## src/frp_pkg.sv

```systemverilog
// Package for the flash read-out protection block: levels, sources, carriers.
// Assumes one system clock domain; all users refer to names by package scope.
package frp_pkg;

    // Protection level of the flash variant
    typedef enum logic [1:0] {
        FRP_LVL_OFF,
        FRP_LVL_WEAK,
        FRP_LVL_STRONG
    } frp_level_t;

    // Where the requesting instruction was fetched from
    typedef enum logic [1:0] {
        FRP_SRC_PFLASH,
        FRP_SRC_DFLASH,
        FRP_SRC_ROM,
        FRP_SRC_OTHER
    } frp_src_t;

    // Target memory of a request
    typedef enum logic [1:0] {
        FRP_TGT_PFLASH,
        FRP_TGT_DFLASH,
        FRP_TGT_ROM
    } frp_tgt_t;

    // Operation kind
    typedef enum logic [1:0] {
        FRP_OP_READ,
        FRP_OP_PROG,
        FRP_OP_ERASE
    } frp_op_t;

    // Access request from CPU or boot loader
    typedef struct packed {
        logic       valid;
        logic       external;
        frp_src_t   src;
        frp_tgt_t   tgt;
        frp_op_t    op;
        logic [7:0] rdata;
    } frp_req_t;

    // Boot-loader mode that enables and removes protection
    localparam logic [2:0] FRP_BOOT_MODE_PROT = 3'h6;
    // Stored password width and reset values
    localparam int         FRP_PW_W        = 8;
    localparam logic [7:0] FRP_RDATA_RST   = 8'h00;
    // Cycles the wipe sequence lasts before done
    localparam logic [3:0] FRP_WIPE_CYCLES = 4'h8;

endpackage

```

## src/frp_wipe.sv

```systemverilog
// Wipe sequencer: erases program flash, data flash and password in turn.
// Assumes a single-cycle start pulse on the system clock.
`timescale 1ns/1ps
`default_nettype none
module frp_wipe (
    // Clock and reset
    input  wire logic       i_sys_clk,
    input  wire logic       i_nrst,
    // Control
    input  wire logic       i_start,
    output logic            o_busy,
    output logic            o_done
);
    typedef enum logic [1:0] {FRP_W_IDLE, FRP_W_RUN, FRP_W_DONE} frp_wst_t;
    frp_wst_t   state_reg;
    logic [3:0] cnt_reg;

    // Sequencer and counter
    always_ff @(posedge i_sys_clk) begin
        if (!i_nrst) begin
            state_reg <= FRP_W_IDLE;
            cnt_reg   <= 4'h0;
        end else begin
            unique case (state_reg)
                FRP_W_IDLE: if (i_start) begin
                    state_reg <= FRP_W_RUN;
                    cnt_reg   <= 4'h0;
                end
                FRP_W_RUN: begin
                    cnt_reg <= cnt_reg + 4'h1;
                    if (cnt_reg == frp_pkg::FRP_WIPE_CYCLES - 4'h1) state_reg <= FRP_W_DONE;
                end
                FRP_W_DONE: state_reg <= FRP_W_DONE;
                default:    state_reg <= FRP_W_IDLE;
            endcase
        end
    end

    // Status outputs from flops
    always_ff @(posedge i_sys_clk) begin
        if (!i_nrst) begin
            o_busy <= 1'b0;
            o_done <= 1'b0;
        end else begin
            o_busy <= (state_reg == FRP_W_RUN);
            o_done <= (state_reg == FRP_W_DONE);
        end
    end
endmodule
`default_nettype wire

```

## src/frp_guard.sv

```systemverilog
// Flash read-out protection guard: gates reads, programs and erases.
// Assumes requests arrive from same-clock logic; mode inputs are pins.
// Function
// - Program flash writable only when unprotected
// - Off or weak: any program memory reads data
// - Strong: data reads only from flash code
// - External data flash access always denied
// - Weak level erase needs unlock bit set
// - Mode six password match wipes flashes and password
// - Protection holds until reset, then follows level pin
// - ROM always protected; mode six blocks external
// - ROM mode six raises protection error
// - ROM readable only by ROM instructions
`timescale 1ns/1ps
`default_nettype none
module frp_guard (
    // Clock and reset
    input  wire logic              i_sys_clk,
    input  wire logic              i_nrst,
    // Configuration pins
    input  wire logic              i_rom_variant,
    input  wire frp_pkg::frp_level_t i_level,
    input  wire logic [2:0]        i_boot_loader_mode,
    input  wire logic              i_data_erase_unlock,
    // Password check
    input  wire logic              i_pw_valid,
    input  wire logic [7:0]        i_pw,
    input  wire logic [7:0]        i_pw_stored,
    // Request
    input  wire frp_pkg::frp_req_t i_req,
    // Results
    output logic                   o_grant,
    output logic                   o_deny,
    output logic [7:0]             o_rdata,
    output logic                   o_violation,
    output logic                   o_prot_error,
    output logic                   o_wipe_busy,
    output logic                   o_prot_active,
    output logic                   o_unlock_on_reset
);
    logic [2:0] mode_s1_reg;
    logic [2:0] mode_reg;
    logic       lvl_rom_s1_reg;
    logic       rom_reg;
    logic [1:0] lvl_s1_reg;
    logic [1:0] lvl_reg;
    logic       unlock_reg;
    logic       wipe_start;
    logic       wipe_busy;
    logic       wipe_done;
    logic       allow;
    frp_pkg::frp_level_t lvl;
    logic       mode6;

    // Two-flop sync of mode, ROM and level pins
    always_ff @(posedge i_sys_clk) begin
        if (!i_nrst) begin
            mode_s1_reg    <= 3'h0;
            mode_reg       <= 3'h0;
            lvl_rom_s1_reg <= 1'b0;
            rom_reg        <= 1'b0;
            lvl_s1_reg     <= 2'h0;
            lvl_reg        <= 2'h0;
        end else begin
            mode_s1_reg    <= i_boot_loader_mode;
            mode_reg       <= mode_s1_reg;
            lvl_rom_s1_reg <= i_rom_variant;
            rom_reg        <= lvl_rom_s1_reg;
            lvl_s1_reg     <= i_level;
            lvl_reg        <= unlock_reg ? lvl_reg : lvl_s1_reg;
        end
    end

    assign lvl   = frp_pkg::frp_level_t'(lvl_reg);
    assign mode6 = (mode_reg == frp_pkg::FRP_BOOT_MODE_PROT);

    // Password match in mode six on flash variant starts wipe
    assign wipe_start = i_pw_valid && mode6 && !rom_reg && (i_pw == i_pw_stored)
                        && !unlock_reg && !wipe_busy;

    frp_wipe u_wipe (
        .i_sys_clk (i_sys_clk),
        .i_nrst    (i_nrst),
        .i_start   (wipe_start),
        .o_busy    (wipe_busy),
        .o_done    (wipe_done)
    );

    // Unlock is pending until reset clears it
    always_ff @(posedge i_sys_clk) begin
        if (!i_nrst) unlock_reg <= 1'b0;
        else if (wipe_start) unlock_reg <= 1'b1;
    end

    // Permission decision
    always_comb begin
        allow = 1'b0;
        if (i_req.external && (i_req.tgt == frp_pkg::FRP_TGT_DFLASH)) begin
            allow = 1'b0;
        end else if (i_req.external && (rom_reg || lvl != frp_pkg::FRP_LVL_OFF) && mode6) begin
            allow = 1'b0;
        end else if (wipe_busy) begin
            allow = 1'b0;
        end else if (rom_reg) begin
            // ROM variant: always protected
            allow = (i_req.tgt == frp_pkg::FRP_TGT_ROM) && (i_req.op == frp_pkg::FRP_OP_READ)
                    && (i_req.src == frp_pkg::FRP_SRC_ROM);
        end else if (i_req.tgt == frp_pkg::FRP_TGT_PFLASH) begin
            allow = (i_req.op == frp_pkg::FRP_OP_READ) || (lvl == frp_pkg::FRP_LVL_OFF);
        end else if (i_req.tgt == frp_pkg::FRP_TGT_DFLASH) begin
            unique case (i_req.op)
                frp_pkg::FRP_OP_READ:
                    allow = (lvl != frp_pkg::FRP_LVL_STRONG)
                            || (i_req.src == frp_pkg::FRP_SRC_PFLASH)
                            || (i_req.src == frp_pkg::FRP_SRC_DFLASH);
                frp_pkg::FRP_OP_PROG:
                    allow = (lvl != frp_pkg::FRP_LVL_STRONG);
                frp_pkg::FRP_OP_ERASE:
                    allow = (lvl == frp_pkg::FRP_LVL_OFF)
                            || ((lvl == frp_pkg::FRP_LVL_WEAK) && i_data_erase_unlock);
                default: allow = 1'b0;
            endcase
        end
    end

    // Registered answer, data only when granted
    always_ff @(posedge i_sys_clk) begin
        if (!i_nrst) begin
            o_grant     <= 1'b0;
            o_deny      <= 1'b0;
            o_rdata     <= frp_pkg::FRP_RDATA_RST;
            o_violation <= 1'b0;
        end else begin
            o_grant     <= i_req.valid && allow;
            o_deny      <= i_req.valid && !allow;
            o_rdata     <= (i_req.valid && allow && i_req.op == frp_pkg::FRP_OP_READ)
                           ? i_req.rdata : frp_pkg::FRP_RDATA_RST;
            o_violation <= o_violation || (i_req.valid && !allow);
        end
    end

    // Status flags
    always_ff @(posedge i_sys_clk) begin
        if (!i_nrst) begin
            o_prot_error      <= 1'b0;
            o_wipe_busy       <= 1'b0;
            o_prot_active     <= 1'b0;
            o_unlock_on_reset <= 1'b0;
        end else begin
            o_prot_error      <= o_prot_error || (rom_reg && mode6);
            o_wipe_busy       <= wipe_busy;
            o_prot_active     <= rom_reg || (lvl != frp_pkg::FRP_LVL_OFF);
            o_unlock_on_reset <= unlock_reg || wipe_done;
        end
    end
endmodule
`default_nettype wire

```

## config.mk

```make
export PLATFORM = sky130hd
export DESIGN_NAME = frp_guard
export DESIGN_NICKNAME = d
export VERILOG_FILES = /design/src/frp_pkg.sv /design/src/frp_wipe.sv /design/src/frp_guard.sv
export SDC_FILE = /design/constraint.sdc
export NUM_CORES = 1
export LEC_CHECK = 0
export BUFFER_PORTS_ARGS = -buffer_cell sky130_fd_sc_hd__buf_2
export CAP_MARGIN = 30
export CORE_MARGIN = 1
export CORE_UTILIZATION = 50
export CTS_BUF_LIST = sky130_fd_sc_hd__clkbuf_4
export DETAILED_ROUTE_END_ITERATION = 10
export PLACE_DENSITY = 0.82
export SYNTH_ARGS = -nofsm -noshare
export SYNTH_HDL_FRONTEND = slang
export SYNTH_SLANG_ARGS = --single-unit
```

## constraint.sdc

```tcl
create_clock -name i_sys_clk -period 2 [get_ports i_sys_clk]
set_input_delay 0.3 -clock i_sys_clk [delete_from_list [all_inputs] [get_ports i_sys_clk]]
set_output_delay 0.3 -clock i_sys_clk [all_outputs]
set_load 0.02 [all_outputs]
```

# Word-level counts from Yosys, hierarchy flattened

Cells that the tools add are included.
W data, S select, Z words.

Flip-flop bits (word level): 36
Input port bits: 42
Output and inout bits: 15

Equality and inequality tests: 15
Reduce and logical (&&, ||, !) cells: 37
Add/sub/neg operators: 1
Mux-type cells: 12

Operators by type and width:

| operator              | number |
|---|---|
| $logic_and A1 B1 Y1   | 15 |
| $eq A2 B1 Y1 const B  | 5 |
| $logic_not A2 Y1      | 5 |
| $eq A2 B2 Y1 const B  | 4 |
| $eq A8 B8 Y1          | 1 |
| $logic_or A1 B1 Y1    | 8 |
| $pmux W4 S2           | 1 |
| $mux W1               | 6 |
| $pmux W2 S3           | 1 |
| $reduce_and A2 Y1     | 3 |
| $add A4 B1 Y4 const B | 1 |
| $eq A4 B3 Y1 const B  | 1 |
| $logic_not A1 Y1      | 4 |
| $mux W2               | 2 |
| $mux W4               | 1 |
| $ne A2 B1 Y1 const B  | 2 |
| $reduce_bool A2 Y1    | 2 |
| $eq A3 B3 Y1 const B  | 1 |
| $pmux W1 S3           | 1 |
| $ne A2 B2 Y1 const B  | 1 |

# Longest topological paths before layout

Depth in word-level cells: 13
Gate-level depth with buffers: 7
Mapped depth without buffers: 6

# Hierarchy

From an unflattened synthesis, not the netlist that was laid out.

Cell total of the unflattened synthesis: 142
Area, all modules: 1448.9 um^2

Modules (own cells, without submodules):

| module    | cells an instance | sequential area each (um^2) | area an instance (um^2) | instances |
|---|---|---|---|---|
| frp_guard | 97                | 560.5                       | 1024.7                  | 1 |
| frp_wipe  | 45                | 160.2                       | 424.2                   | 1 |

# Least setup slack after synthesis

OpenSTA, ideal clock, no wires.

Kind: flip-flop to flip-flop
Start point: register lvl_reg[1] (netlist: lvl[1])
End point: register o_rdata[0]
Clock period less this slack: 1.419 ns
Cell stages (with the launch flop): 6
Data arrival time: 1.359 ns
Setup slack: 0.581 ns
Setup time: 0.060 ns
Cells stage by stage: dfxtp_1 or3_4 a21oi_2 o221ai_2 nor3_4 and3_1

Word-level cells in the longest chain between the ends: 13
Elaborated cells between the ends (all ways): 22

RTL lines:

| what                                                             | line                                                 | text |
|---|---|---|
| start, declared                                                  | frp_guard.sv:46                                      | `logic [1:0] lvl_reg;` |
| start signal, assigned                                           | frp_guard.sv:70                                      | `lvl_reg <= unlock_reg ? lvl_reg : lvl_s1_reg;` |
| $eq A2 B1 Y1 / $ne A2 B2 Y1 (equally long branches)              | frp_guard.sv:120, frp_guard.sv:113, frp_guard.sv:117 |  |
| $logic_and A1 B1 Y1 / $logic_or A1 B1 Y1 (equally long branches) | frp_guard.sv:120, frp_guard.sv:114                   |  |
| $logic_or A1 B1 Y1 (on tied branches)                            | frp_guard.sv:120, frp_guard.sv:115                   |  |
| $pmux W1 S3                                                      | frp_guard.sv:111                                     | `unique case (i_req.op)` |
| $mux W1                                                          | frp_guard.sv:110                                     | `end else if (i_req.tgt == frp_pkg::FRP_TGT_DFLASH) begin` |
| $mux W1                                                          | frp_guard.sv:108                                     | `end else if (i_req.tgt == frp_pkg::FRP_TGT_PFLASH) begin` |
| $mux W1                                                          | frp_guard.sv:104                                     | `end else if (rom_reg) begin` |
| $mux W1                                                          | frp_guard.sv:102                                     | `end else if (wipe_busy) begin` |
| $mux W1 *                                                        | frp_guard.sv:100                                     | `end else if (i_req.external && (rom_reg \|\| lvl != frp_pkg::FRP_LVL_OFF) && mode6) begin` |
| $mux W1 *                                                        | frp_guard.sv:98                                      | `if (i_req.external && (i_req.tgt == frp_pkg::FRP_TGT_DFLASH)) begin` |
| $logic_and A1 B1 Y1 * (2 in series)                              | frp_guard.sv:136                                     | `o_rdata <= (i_req.valid && allow && i_req.op == frp_pkg::FRP_OP_READ)` |
| $reduce_and A2 Y1 (no source line) *                             | n/a                                                  |  |
| end signal, assigned                                             | frp_guard.sv:131                                     | `o_rdata <= frp_pkg::FRP_RDATA_RST;` |
| end signal, assigned                                             | frp_guard.sv:136                                     |  |
| end, declared                                                    | frp_guard.sv:34                                      | `output logic [7:0] o_rdata,` |

Mark *: on every way between the ends. The rest lies on a longest branch, timed or not.
A chain may end at the register's enable or synchronous reset.

# Worst setup path after layout

Start point: register lvl_reg[0] (netlist: lvl[0])
End point: register o_rdata[3]

The elaborated chain is that of the path after synthesis.

==> results.yml <==
floorplan:
  dieWidth_um: 56.2
  start_util_pct: 53.2
  io_pins: 57
  die_y_um: 56.2
  die_area_um2: 3160
  coreArea_um2: 2760
  rows: 19
final_layout:
  layout_common_cells: "56 x buf_2, 36 x dfxtp_1, 14 x and2_1"
  fin_nets: 258
  antenna-diode-count: 0
  final_common_cell: "buf_2"
  area_growth_pct: 24.7
  drive_above_1_share_pct: 34.4
  fill_cells: 226
  largest_reg_flops: 8
critical_path:
  critPathLaunchType: "flop"
  worstPathRequired_ns: 2.27
  path_cells: "or3_4, a21oi_2, o221ai_2, nor3_4, and3_1"
  endpoint_kind: "flop"
  r2r-start: "lvl[0]$_SDFFE_PN0N_"
  crit_family: "simple AND/OR/NAND/NOR gates"
  regToRegSetupSlack_ns: 0.42
  crit_type: "flop to flop"
  cp_slowest_cell: "or3_4"
  reg2reg_depth: 5
  timing.rr.end: "o_rdata[3]$_SDFF_PN0_"
  crit_fanout: 9
  arrival_ns: 1.85
  startpoint: "lvl[0]$_SDFFE_PN0N_"
  critPathMaxStageDelay_ns: 0.38
  cp_num_buf_inv: 0
clock_network:
  htreeDepth: 2
  holdBufCountCts: 0
  clock-sinks: 36
  clk_path_buf_depth: 2
  post-cts-setup-buffers: 0
  cts-root-buf: "clkbuf_4"
  ctsResizeCount: 0
  cts_buffers: 5
  cts_tree: "yes"
  clock_latency_ns: 0.33
  clk_pin_slew_ns: 0.10
synth:
  synth_edf_count: 0
  synth_area_um2: 1470
  ys_warn_count: 0
  ys_async_sr_fraction_pct: 0
  yosysSeqAreaShare_pct: 49.1
  synth_xor_area_share_pct: 5.37
  syn_inst: 151
  synth_nets: 197
  muxShareOfSynthArea_pct: 2.05
  yosysTopAreaCellShare_pct: 49.1
  ys.flop_type: "dfxtp_1"
  synth-adder-area-share_pct: 3.41
  synth_top_family_by_area: "simple AND/OR/NAND/NOR gates"
  yosysTopAreaCell: "dfxtp_1"
  synth_cell_type_count: 38
  postSynthAreaPerCell_um2: 9.72
  yosys.area_share.simple_pct: 24.3
  synth_compound_area_share_pct: 12.4
  synth_area_leaders: "dfxtp_1 49%, and2_1 6.0%, and3_1 3.8%, a21oi_1 3.4%, ha_1 3.4%"
  ys_ff_latch: 36
timing:
  slew_viol_final: 0
  slew_headroom_pct: 69.9
  setup_tns_ns: 0
  fmax_mhz: 633
  worst_slack_ns: 0.420
  hold_viol: 0
  worstMarginPinSlew_ns: 0.449
  period_minus_slack_ns: 1.58
  setup_viol: 0
  rsz0062_at_grt: "false"
  finalClockSkew_ns: 0.00484
  period_share_pct: 79.0
run:
  cap_violations: 0
drt:
  wl_mm: 3.07
  drt_drc_violations_left: 0
  wl_per_cell_um: 12.6
  postRouteAntennaNets: 0
  num_vias: 1252
  drtIter0Drc: 22
  dr.pass1.iters: 4
  viasPerCell: 5.15
placed_design:
  place_congestion: 0.884
  hpwl_mm: 2.37
  pre_cts_slack_ns: 0.297
  numPortBuffers: 56
pwr:
  power_leakage_uw: 0.000860
  intPower_uw: 921
  pwr-share-clk_pct: 28.1
  p_seq_share_pct: 61.7
  powerDensity_nw_per_um2: 656
  pwr-share-comb_pct: 10.3
  power_switching_uw: 280
  worst_ir_drop_vdd_mv: 0.529
  netSwitchingFraction_pct: 23.3
grt:
  grt_pass1_vias: 1230
  grtUsageTotal_pct: 21.3
  grt_pass1_wl_mm: 5.18
  antenna_found_initial: 0
  grt_max_degree: 14
  grt-ovfl-total: 0
min_path:
  holdPathEnd: "mode_s1_reg[2]$_SDFF_PN0_"
  hp-class: "primary input to flop"
  hold_path.startpoint: "i_boot_loader_mode[2]"
  hold_depth: 2
outcome:
  outcome: "complete, no violations"
==> worst max-delay path by stage <==
stage / endpoint / slack, ns / cells after the start
after global placement: u_wipe.state_reg[0]$_SDFFE_PN0P_ / 0.39 / 6
after CTS: o_rdata[3]$_SDFF_PN0_ / 0.41 / 5
final: o_rdata[3]$_SDFF_PN0_ / 0.42 / 5
after detailed placement: u_wipe.state_reg[0]$_SDFFE_PN0P_ / 0.30 / 6
after floorplan: o_rdata[0]$_SDFF_PN0_ / 0.58 / 5
after global routing: u_wipe.cnt_reg[2]$_SDFFE_PN0P_ / 0.29 / 6
==> cell families after synthesis <==
logic type | after synthesis
AOI/OAI and AO/OA | 29
xor gates and xnor gates | 9
adders and majority gates | 4
buffers and inverters | 13
DFF | 36
muxes | 3
and+or+nand+nor | 57
==> Yosys cell counts (all sizes together) (3+ instances only) <==
cell and instances:
a21oi 11, and2 15, and3 9, o21ai 7
nand2 4, clkbuf 3, ha 4, nor2 11
inv 8, mux2i 3, dfxtp 36, xnor2 5
a31oi 5, xor2 4
==> area by class of cell <==
type	count	area, µm²	area share [%]
inverters	9	33.8	1.85
well taps	31	38.8	2.12
clock inverters	2	7.51	0.410
flip-flops and latches	36	721	39.4
clock buffers	5	37.5	2.05
repair buffers	58	295	16.1
multi-input cells	102	697	38.1
==> power by group through the flow <==
| stage | registers [µW] | logic, µW | clock network [µW] |
|---|---|---|---|
| 2_1_floorplan | 764 | 54.6 | 0 |
| 3_3_place_gp | 756 | 120 | 0 |
| 3_5_place_dp | 758 | 124 | 0 |
| 4_1_cts | 741 | 125 | 348 |
| 5_1_grt | 743 | 138 | 384 |
| 6_report | 741 | 123 | 337 |
==> worst register-to-register path, cell delays in order, from the launching register on <==
cell and delay (ns):
dfxtp_1 0.36, or3_4 0.38, a21oi_2 0.14, o221ai_2 0.14, nor3_4 0.30, and3_1 0.22
==> per-stage QoR <==
step	instances	utilization, %	power [µW]	hold slack [ns]	area, µm²
finish	243	66.4	1200	0.172	1830
CTS	243	66.4	1210	0.160	1830
detailed placement	236	64.7	882	0.421	1790
global route	243	66.4	1270	0.152	1830
floorplan	151	-	819	0.411	1470
global placement	236	64.7	876	0.416	1790
==> layer usage <==
layer	GRT usage (%)	up-vias	part of all wire (%)
met5	0	-	0
met4	6.62	0	1.8
met3	6.98	8	8.5
met2	36.7	52	49
met1	25.0	557	41
li1	-	635	-
Note: power is estimated with default switching activity, not from simulation.
